$ cat config.mk
export PLATFORM = sky130hd
export DESIGN_NAME = spdc_command_unit
export DESIGN_NICKNAME = d
export VERILOG_FILES = /design/src/rtl/spdc_command_unit.v /design/src/rtl/spdc_wait_timer.v
export VERILOG_INCLUDE_DIRS = /design/src /design/src/common
export SDC_FILE = /design/constraint.sdc
export NUM_CORES = 1
export LEC_CHECK = 0
export BUFFER_PORTS_ARGS = -buffer_cell sky130_fd_sc_hd__buf_2
export CAP_MARGIN = 20
export CORE_MARGIN = 2
export CORE_UTILIZATION = 45
export CTS_CLUSTER_SIZE = 28
export DETAILED_ROUTE_END_ITERATION = 7
export HOLD_SLACK_MARGIN = 0.06
export REMOVE_ABC_BUFFERS = 1
export SYNTH_ARGS = -nofsm -noshare
export SYNTH_HDL_FRONTEND = slang
export SYNTH_SLANG_ARGS = --single-unit
$ cat constraint.sdc
create_clock -name clk -period 6.4 [get_ports clk]
set_input_delay 0.32 -clock clk [delete_from_list [all_inputs] [get_ports clk]]
set_output_delay 0.32 -clock clk [all_outputs]
set_load 0.01 [all_outputs]
$ cat src/common/spdc_map.vh
// Constants for the serial potentiometer command unit
`ifndef SPDC_MAP_VH
`define SPDC_MAP_VH
`define SPDC_DTYPE_MSB     7
`define SPDC_DTYPE_LSB     4
`define SPDC_SEL_BIT       1
`define SPDC_DIR_BIT       0
`define SPDC_OP_MSB        7
`define SPDC_OP_LSB        5
`define SPDC_RB_BIT        3
`define SPDC_RA_BIT        2
`define SPDC_OP_RD_WIPER   3'h4
`define SPDC_OP_WR_WIPER   3'h5
`define SPDC_OP_RD_SET     3'h5
`define SPDC_OP_WR_SET     3'h6
`define SPDC_OP_XFR_TO_WPR 3'h6
`define SPDC_OP_XFR_TO_SET 3'h7
`define SPDC_OP_STATUS     3'h2
`define SPDC_REG_W         10
`define SPDC_CLK_HZ        10000000
`define SPDC_NV_WRITE_MS   10
`define SPDC_NV_WRITE_CYC  ((`SPDC_CLK_HZ / 1000) * `SPDC_NV_WRITE_MS)
`define SPDC_WPR_DELAY_US  10
`define SPDC_WPR_DELAY_CYC ((`SPDC_CLK_HZ / 1000000) * `SPDC_WPR_DELAY_US)
`define SPDC_SET_RESET     10'h200
`endif

$ cat src/rtl/spdc_command_unit.v
// Serial command decoder and register store of a digital potentiometer
// Function
// Four ten-bit nonvolatile setting registers, readable and writable serially.
// Copy between any setting register and wiper position, either direction.
// Any setting register change is a nonvolatile write, done within 10 ms.
// Setting register holds ten-bit tap code, bit 9 most significant.
// Status flag reads 1 during a nonvolatile write, else 0.
// Wiper position register is ten-bit volatile, selects the wiper tap.
// First byte after select falls is identification with device-type code.
// Execute only when slave select bit equals address pin level.
// Direction bit in identification byte selects read or write.
// Second byte holds three-bit opcode and two register select bits.
// Read wiper: dir 1 op 100; write wiper: dir 0 op 101.
// Read setting: dir 1 op 101; write setting: dir 0 op 110.
// Dir 1 op 110 copies selected setting into wiper position.
// Dir 0 op 111 copies wiper position into selected setting, nonvolatile.
// Dir 1 op 010, select 00, low bit 1 returns status.
// Register and status accesses are four-byte transactions.
// Copy commands are identification plus instruction bytes only.
// Wiper output follows a copy only after wiper response delay.
// Copy into setting register takes the nonvolatile write cycle time.
// Save starts on chip select rise after a complete write command.
// Host polls write-in-progress status to learn write completion.
// Read bits are driven on the serial clock falling edge.
// Input bits are sampled on the serial clock rising edge.
// Write-lock low blocks every nonvolatile setting write.
// At power-up wiper position loads from setting slot zero.
// Data travels MSB first: six spare bits, bits 9-8, then 7-0.
// Serial output is high impedance except during matched read shifting.
`include "spdc_map.vh"
`default_nettype none
module spdc_command_unit #(
  parameter integer      NV_WRITE_CYC  = `SPDC_NV_WRITE_CYC,
  parameter integer      WPR_DELAY_CYC = `SPDC_WPR_DELAY_CYC,
  parameter [3:0]        DEVICE_TYPE   = 4'hA,
  parameter [`SPDC_REG_W-1:0] SET_RESET = `SPDC_SET_RESET
) (
  input  wire                    clk,
  input  wire                    reset_n,
  input  wire                    sck,
  input  wire                    cs_n,
  input  wire                    si,
  input  wire                    slave_select_bit,
  input  wire                    write_lock_n,
  output reg                     so_ff,
  output reg                     so_oe_ff,
  output reg  [`SPDC_REG_W-1:0]  wiper_tap_ff,
  output reg                     write_progress_ff
);
  // DEVICE_TYPE default is arbitrary
  localparam ST_IDLE = 3'h0;
  localparam ST_ID   = 3'h1;
  localparam ST_INS  = 3'h2;
  localparam ST_DATA = 3'h3;
  localparam ST_DONE = 3'h4;
  localparam ST_SKIP = 3'h5;

  reg  [2:0] sck_s_ff, cs_s_ff, si_s_ff, a_s_ff, wl_s_ff;
  reg  [2:0] state_ff;
  reg  [3:0] bit_cnt_ff;
  reg  [7:0] shift_ff;
  reg        dir_ff;
  reg  [2:0] op_ff;
  reg  [1:0] sel_ff;
  reg        ins_low_ff;
  reg  [`SPDC_REG_W-1:0] wiper_position_register_ff;
  reg  [`SPDC_REG_W-1:0] stored_setting_register_ff [0:3];
  reg  [15:0] out_ff;
  reg         rd_act_ff;
  reg         pend_save_ff;
  reg  [1:0]  pend_sel_ff;
  reg  [`SPDC_REG_W-1:0] pend_val_ff;
  reg         boot_ff;
  reg         wpr_start_ff;
  reg         nv_start_ff;
  reg  [1:0]  nv_sel_ff;
  reg  [`SPDC_REG_W-1:0] nv_val_ff;
  reg  [7:0]  data_hi_ff;

  wire sck_r   = sck_s_ff[1] & ~sck_s_ff[2];
  wire sck_f   = ~sck_s_ff[1] & sck_s_ff[2];
  wire cs_fall = ~cs_s_ff[1] & cs_s_ff[2];
  wire cs_rise = cs_s_ff[1] & ~cs_s_ff[2];
  wire si_s    = si_s_ff[1];
  wire [7:0] byte_in = {shift_ff[6:0], si_s};
  wire       byte_end = sck_r & (bit_cnt_ff == 4'h7);
  wire nv_busy;
  wire nv_done;
  wire wpr_busy;
  wire wpr_done;

  wire is_rd_wpr = dir_ff & (op_ff == `SPDC_OP_RD_WIPER) & (sel_ff == 2'b00);
  wire is_wr_wpr = ~dir_ff & (op_ff == `SPDC_OP_WR_WIPER);
  wire is_rd_set = dir_ff & (op_ff == `SPDC_OP_RD_SET);
  wire is_wr_set = ~dir_ff & (op_ff == `SPDC_OP_WR_SET);
  wire is_x_wpr  = dir_ff & (op_ff == `SPDC_OP_XFR_TO_WPR);
  wire is_x_set  = ~dir_ff & (op_ff == `SPDC_OP_XFR_TO_SET);
  wire is_status = dir_ff & (op_ff == `SPDC_OP_STATUS) & (sel_ff == 2'b00)
                   & ins_low_ff;
  wire is_read   = is_rd_wpr | is_rd_set | is_status;

  // Pins cross two flops before any use; third stage gives edges
  always @(posedge clk or negedge reset_n) begin
    if (!reset_n) begin
      sck_s_ff <= 3'h0;
      cs_s_ff  <= 3'h7;
      si_s_ff  <= 3'h0;
      a_s_ff   <= 3'h0;
      wl_s_ff  <= 3'h0;
    end else begin
      sck_s_ff <= {sck_s_ff[1:0], sck};
      cs_s_ff  <= {cs_s_ff[1:0], cs_n};
      si_s_ff  <= {si_s_ff[1:0], si};
      a_s_ff   <= {a_s_ff[1:0], slave_select_bit};
      wl_s_ff  <= {wl_s_ff[1:0], write_lock_n};
    end
  end

  spdc_wait_timer #(.COUNT(NV_WRITE_CYC), .W(24)) u_nv_timer (
    .clk     (clk),
    .reset_n (reset_n),
    .start   (nv_start_ff),
    .busy_ff (nv_busy),
    .done_ff (nv_done)
  );

  spdc_wait_timer #(.COUNT(WPR_DELAY_CYC), .W(24)) u_wpr_timer (
    .clk     (clk),
    .reset_n (reset_n),
    .start   (wpr_start_ff),
    .busy_ff (wpr_busy),
    .done_ff (wpr_done)
  );

  // Serial frame decoder
  always @(posedge clk or negedge reset_n) begin
    if (!reset_n) begin
      state_ff     <= ST_IDLE;
      bit_cnt_ff   <= 4'h0;
      shift_ff     <= 8'h00;
      dir_ff       <= 1'b0;
      op_ff        <= 3'h0;
      sel_ff       <= 2'b00;
      ins_low_ff   <= 1'b0;
      data_hi_ff   <= 8'h00;
      out_ff       <= 16'h0000;
      rd_act_ff    <= 1'b0;
      so_ff        <= 1'b0;
      so_oe_ff     <= 1'b0;
      pend_save_ff <= 1'b0;
      pend_sel_ff  <= 2'b00;
      pend_val_ff  <= {`SPDC_REG_W{1'b0}};
      boot_ff      <= 1'b1;
      wpr_start_ff <= 1'b0;
      nv_start_ff  <= 1'b0;
      nv_sel_ff    <= 2'b00;
      nv_val_ff    <= {`SPDC_REG_W{1'b0}};
      wiper_position_register_ff <= {`SPDC_REG_W{1'b0}};
    end else begin
      wpr_start_ff <= 1'b0;
      nv_start_ff  <= 1'b0;
      if (boot_ff) begin
        boot_ff <= 1'b0;
        wiper_position_register_ff <= stored_setting_register_ff[0];
        wpr_start_ff <= 1'b1;
      end
      if (sck_r) begin
        shift_ff   <= byte_in;
        bit_cnt_ff <= (bit_cnt_ff == 4'h7) ? 4'h0 : bit_cnt_ff + 4'h1;
      end
      if (cs_s_ff[1]) begin
        state_ff  <= ST_IDLE;
        rd_act_ff <= 1'b0;
        so_oe_ff  <= 1'b0;
        if (cs_rise && pend_save_ff) begin
          pend_save_ff <= 1'b0;
          if (wl_s_ff[1] && !nv_busy) begin
            nv_start_ff <= 1'b1;
            nv_sel_ff   <= pend_sel_ff;
            nv_val_ff   <= pend_val_ff;
          end
        end
      end else begin
        if (cs_fall) begin
          state_ff     <= ST_ID;
          bit_cnt_ff   <= 4'h0;
          pend_save_ff <= 1'b0;
        end
        case (state_ff)
          ST_IDLE: begin
            // Held here until the select edge moves the frame on
          end
          ST_ID: begin
            if (byte_end) begin
              if (byte_in[`SPDC_DTYPE_MSB:`SPDC_DTYPE_LSB] == DEVICE_TYPE
                  && byte_in[`SPDC_SEL_BIT] == a_s_ff[1]) begin
                dir_ff   <= byte_in[`SPDC_DIR_BIT];
                state_ff <= ST_INS;
              end else begin
                state_ff <= ST_SKIP;
              end
            end
          end
          ST_INS: begin
            if (byte_end) begin
              op_ff      <= byte_in[`SPDC_OP_MSB:`SPDC_OP_LSB];
              sel_ff     <= {byte_in[`SPDC_RB_BIT], byte_in[`SPDC_RA_BIT]};
              ins_low_ff <= byte_in[0];
              state_ff   <= ST_DATA;
            end
          end
          ST_DATA: begin
            // Instruction just latched; decide copy or data phase
            if (is_x_wpr || is_x_set) begin
              if (is_x_wpr) begin
                wiper_position_register_ff <= stored_setting_register_ff[sel_ff];
                wpr_start_ff <= 1'b1;
              end else begin
                pend_save_ff <= 1'b1;
                pend_sel_ff  <= sel_ff;
                pend_val_ff  <= wiper_position_register_ff;
              end
              state_ff <= ST_SKIP;
            end else if (is_read) begin
              out_ff <= is_status ? {15'h0000, write_progress_ff}
                      : is_rd_wpr ? {6'h00, wiper_position_register_ff}
                      : {6'h00, stored_setting_register_ff[sel_ff]};
              rd_act_ff <= 1'b1;
              state_ff  <= ST_DONE;
            end else if (is_wr_wpr || is_wr_set) begin
              state_ff <= ST_DONE;
            end else begin
              state_ff <= ST_SKIP;
            end
          end
          ST_DONE: begin
            // Two data bytes, MSB first
            if (sck_f && rd_act_ff) begin
              so_ff    <= out_ff[15];
              so_oe_ff <= 1'b1;
              out_ff   <= {out_ff[14:0], 1'b0};
            end
            if (byte_end && !rd_act_ff) begin
              if (data_hi_ff[7] == 1'b0) begin
                data_hi_ff <= {1'b1, byte_in[6:0]};
                pend_val_ff[9:8] <= byte_in[1:0];
              end else begin
                data_hi_ff <= 8'h00;
                state_ff   <= ST_SKIP;
                if (is_wr_wpr) begin
                  wiper_position_register_ff <= {pend_val_ff[9:8], byte_in};
                  wpr_start_ff <= 1'b1;
                end else begin
                  pend_save_ff <= 1'b1;
                  pend_sel_ff  <= sel_ff;
                  pend_val_ff  <= {pend_val_ff[9:8], byte_in};
                end
              end
            end
          end
          ST_SKIP: begin
            // Reads keep shifting until chip select rises
            if (sck_f && rd_act_ff) begin
              so_ff  <= out_ff[15];
              out_ff <= {out_ff[14:0], 1'b0};
            end
          end
          default: state_ff <= ST_IDLE;
        endcase
        if (rd_act_ff && state_ff == ST_DONE && byte_end && out_ff == 16'h0000
            && bit_cnt_ff == 4'h7) begin
          state_ff <= ST_DONE;
        end
      end
      if (cs_s_ff[1]) begin
        data_hi_ff <= 8'h00;
      end
    end
  end

  // Nonvolatile setting store with reset-time contents
  genvar gi;
  generate
    for (gi = 0; gi < 4; gi = gi + 1) begin : g_set
      always @(posedge clk or negedge reset_n) begin
        if (!reset_n) begin
          stored_setting_register_ff[gi] <= SET_RESET;
        end else if (nv_done && {30'h0, nv_sel_ff} == gi) begin
          stored_setting_register_ff[gi] <= nv_val_ff;
        end
      end
    end
  endgenerate

  // Wiper tap output and busy flag
  always @(posedge clk or negedge reset_n) begin
    if (!reset_n) begin
      wiper_tap_ff      <= {`SPDC_REG_W{1'b0}};
      write_progress_ff <= 1'b0;
    end else begin
      write_progress_ff <= nv_start_ff | (nv_busy & ~nv_done);
      if (wpr_done) begin
        wiper_tap_ff <= wiper_position_register_ff;
      end
    end
  end
endmodule // spdc_command_unit
`default_nettype wire

$ cat src/rtl/spdc_wait_timer.v
// Down counter that times one fixed wait after a start pulse
`default_nettype none
module spdc_wait_timer #(
  parameter integer COUNT = 16,
  parameter integer W     = 24
) (
  input  wire         clk,
  input  wire         reset_n,
  input  wire         start,
  output reg          busy_ff,
  output reg          done_ff
);
  reg  [W-1:0] cnt_ff;

  always @(posedge clk or negedge reset_n) begin
    if (!reset_n) begin
      cnt_ff  <= {W{1'b0}};
      busy_ff <= 1'b0;
      done_ff <= 1'b0;
    end else begin
      done_ff <= 1'b0;
      if (start) begin
        cnt_ff  <= COUNT[W-1:0] - {{(W-1){1'b0}}, 1'b1};
        busy_ff <= 1'b1;
      end else if (busy_ff) begin
        if (cnt_ff == {W{1'b0}}) begin
          busy_ff <= 1'b0;
          done_ff <= 1'b1;
        end else begin
          cnt_ff <= cnt_ff - {{(W-1){1'b0}}, 1'b1};
        end
      end
    end
  end
endmodule // spdc_wait_timer
`default_nettype wire

==> impl_summary.log <==
[metrics] status: finished, final reports clean
[metrics] min cycle time layout: 2.85 ns
[metrics] wire length of the first global-routing pass: 34.6 mm
[metrics] Critical Path End: u_wpr_timer.cnt_ff[23]$_DFFE_PN0P_
[metrics] internal cell power: 1.90 mW
[metrics] per-instance average area after synthesis: 11.2 um2
[metrics] CP delay by family, top: simple AND/OR/NAND/NOR gates
[metrics] Primary FF master, synth: dfrtp_1
[metrics] Remaining Overflow, GRT: 0
[metrics] Final setup violation count: 0
[metrics] half-perimeter wire length after placement: 14.3 mm
[metrics] pin count of the biggest net entering global routing: 116
[metrics] Crit path largest cell delay: 0.89 ns
[metrics] Setup crit start kind: flop
[metrics] fillers: 1803
[metrics] width of the die: 148 um
[metrics] post-route fraction of the period consumed by the critical path: 44.5%
[metrics] die footprint: 0.0219 mm2
[metrics] Worst EP required: 6.74 ns
[metrics] synthesis-stage register bit count: 194
[metrics] total I/O pin count: 20
[metrics] final wirelength: 20.6 mm
[metrics] leading cell types by total area after synthesis: dfrtp_1, mux2_2, nand2_1
[metrics] Reg power frac: 52.7%
[metrics] vias in the first global route: 6804
[metrics] leak pwr: 4.85 nW
[metrics] endpoint kind of the worst setup timing path: flop
[metrics] share of power burned in the clock network: 43.9%
[metrics] Vias per Instance: 5.73
[metrics] number of clock buffers inserted by TritonCTS: 17
[metrics] netlist area before placement: 0.00934 mm2
[metrics] core area: 0.0203 mm2
[metrics] average routed wire per standard cell: 18.3 um
[metrics] growth of design area from synthesis to finish: 10.6%
[metrics] DRC violations left: 0
[metrics] Starting Density: 46.0%
[metrics] Final #Nets: 854
[metrics] sequential element share of the synthesized area: 52.1%
[metrics] worst endpoint data arrival time: 3.19 ns
[metrics] max-cap violation count: 0
[metrics] Rows: 52
[metrics] worst reg-to-reg path cell count: 5
[metrics] maximum level of the CTS H-tree: 4
[metrics] buffering stage count on the worst path with inverters included: 0
[metrics] Ant. Diodes: 0
[metrics] Synth Warn #: 0
[metrics] R2R Path Start: wpr_start_ff$_DFF_PN0_
[metrics] Total Power: 2.48 mW
[metrics] Max transition margin: 37.0%
[metrics] RSZ-0062 raised after global routing: no
[metrics] capturing point of the worst reg2reg path: u_wpr_timer.cnt_ff[23]$_DFFE_PN0P_
[metrics] post-layout utilization of the core: 50.9%
[metrics] category of the most critical setup path: flop to flop
[metrics] total of buffers placed on input and output ports: 19
[metrics] Fmax: 351 MHz
[metrics] net switching fraction of the power: 23.3%
[metrics] final max-slew violation count: 0
[metrics] WHS: 0.351 ns
[metrics] post-route setup TNS: 0 ns
[metrics] number of routed nets with antenna violations: 0
[metrics] Critical Path Stages: 5
[metrics] sequence of cells on the critical path: nor4_1 > and4b_1 > or4b_1 > or4_1 > a21oi_1
[metrics] fraction of layout cells with a size suffix above 1: 21.8%
[metrics] master cell of the clock root buffer: clkbuf_16
[metrics] clock tree from TritonCTS: built
[metrics] critical path startpoint: wpr_start_ff$_DFF_PN0_
[metrics] dominant cell type by area after synthesis: dfrtp_1
[metrics] Worst R2R Setup Slack: 3.55 ns
[metrics] chip height: 148 um
[metrics] clock latency reported for the late side of the worst-skew pair: 0.43 ns
[metrics] area share of the largest cell type after synthesis: 49.8%
[metrics] P_sw: 577 uW
[metrics] Post-synth top cells: dfrtp_1, nand2_1, mux2_2
[metrics] clock input transition at the sequential cells of the worst setup and hold paths: 0.07 ns
[metrics] dominant cell by count in the synthesized netlist: dfrtp_1
[metrics] synthesized instance count: 835
[metrics] number of hold violations in the final report: 0
[metrics] number of different library cells in the post-synthesis netlist: 73
[metrics] critical-path cell with the highest stage delay: dfrtp_1
[metrics] FFs w/ async S/R, synth: 100%
[metrics] Tot GR Track Use: 19.8%
[metrics] number of DRC violations after detailed-routing iteration 0: 356
[metrics] Max IR drop VDD: 0.171 mV
[metrics] Worst Tran Pin Value: 0.943 ns
[metrics] PwrDens: 240 mW/mm2
[metrics] DR pass1 iterations: 4
[metrics] final standard cell count with taps included and fillers excluded: 1127
[metrics] skew final: 0.0118 ns
[metrics] via count: 6460
[metrics] routability congestion estimate: 0.822
[metrics] largest driver fanout on the critical path: 27
[metrics] Longest Clk Path Bufs: 2
[metrics] worst hold path class: flop to flop
[metrics] number of synthesized flops with an enable pin: 0
[metrics] share of total power in combinational logic: 3.5%
[metrics] clock sink count: 194
[metrics] antenna violations before repair: 0
[metrics] Cells after DPL: 1087
power by group through the flow:
stage / clock network (mW) / registers, mW / logic [mW]
after floorplan: 0 / 1.30 / 0.0475
after CTS: 1.12 / 1.31 / 0.0865
after detailed placement: 0 / 1.33 / 0.0829
after global routing: 1.17 / 1.31 / 0.0980
final: 1.09 / 1.31 / 0.0862
after global placement: 0 / 1.33 / 0.0797
repair_timing:
action                    in CTS  in global routing
gates resized for setup        0                  0
buffers inserted               0                  0
hold buffers                   6                  0
hold endpoints to repair      27                  0
worst reg2reg max path, delay by kind of cell, from the launching register on:
family / cells / cell delay (ns)
flip-flops: 1 / 0.89
AND/OR/NAND/NOR: 4 / 1.73
AO/OA/AOI/OAI: 1 / 0.15
cells by family after synthesis:
family          after synthesis  synth area share, %
fa+ha+maj                     3                0.402
compound gates              132                 9.62
xor+xnor                     35                 3.28
simple gates                305                 17.8
other cells                   1               0.0401
buf+inv                      53                 2.38
flops                       194                 52.1
mux                         112                 14.4
routing by layer:
layer  vias up  wire length (um)  track usage, %
met3        30               682            3.74
met1      3274              9120            25.2
met2       112             10400            34.0
li1       3044                 -               -
met5         -                 0               0
met4         0               472            7.10
per-stage QoR:
| stage | instance area, um2 | setup WS, ns |
|---|---|---|
| CTS | 10300 | 3.55 |
| global route | 10300 | 3.36 |
| detailed placement | 9640 | 3.56 |
| floorplan | 9170 | 4.00 |
| global placement | 9640 | 3.64 |
| finish | 10300 | 3.55 |
how the worst min path moves through the flow:
stage | start | endpoint | slack, ns | cells after the start
after floorplan | reset_n | a_s_ff[0]$_DFF_PN0_ | 0.02 | 0
final | sck_s_ff[0]$_DFF_PN0_ | sck_s_ff[1]$_DFF_PN0_ | 0.35 | 0
after detailed placement | wl_s_ff[0]$_DFF_PN0_ | wl_s_ff[1]$_DFF_PN0_ | 0.34 | 0
after CTS | wl_s_ff[0]$_DFF_PN0_ | wl_s_ff[1]$_DFF_PN0_ | 0.35 | 0
after global routing | si_s_ff[0]$_DFF_PN0_ | si_s_ff[1]$_DFF_PN0_ | 0.35 | 0
after global placement | a_s_ff[0]$_DFF_PN0_ | a_s_ff[1]$_DFF_PN0_ | 0.33 | 0
layout by cell type, fill, tap and decap left out, types with 14 or more instances in the layout:
cell,n
dfrtp_1,186
nand2_1,91
mux2_2,81
nor2_1,56
o21ai_0,40
xnor2_1,24
a21oi_1,23
mux2i_1,21
buf_2,18
clkbuf_16,17
nor3_1,15
nand2b_1,14
sequential cells by signal (all words and copies together), names as in the netlist, 4 cells and up:
| register | cells |
|---|---|
| stored_setting_register_ff | 40 |
| u_nv_timer.cnt_ff | 24 |
| u_wpr_timer.cnt_ff | 24 |
| out_ff | 16 |
| nv_val_ff | 10 |
| pend_val_ff | 10 |
| wiper_position_register_ff | 10 |
| wiper_tap_ff | 10 |
| shift_ff | 7 |
| bit_cnt_ff | 4 |
final cells by class:
cell class / instances / area, um2 / share of cell area, %
clock inverters: 11 / 141 / 1.37
well taps: 270 / 338 / 3.27
flip-flops and latches: 194 / 4860 / 47.1
multi-input cells: 588 / 4260 / 41.2
clock buffers: 21 / 460 / 4.46
inverters: 12 / 45.0 / 0.436
repair buffers: 31 / 229 / 2.22
Note: power is estimated with default switching activity, not from simulation.
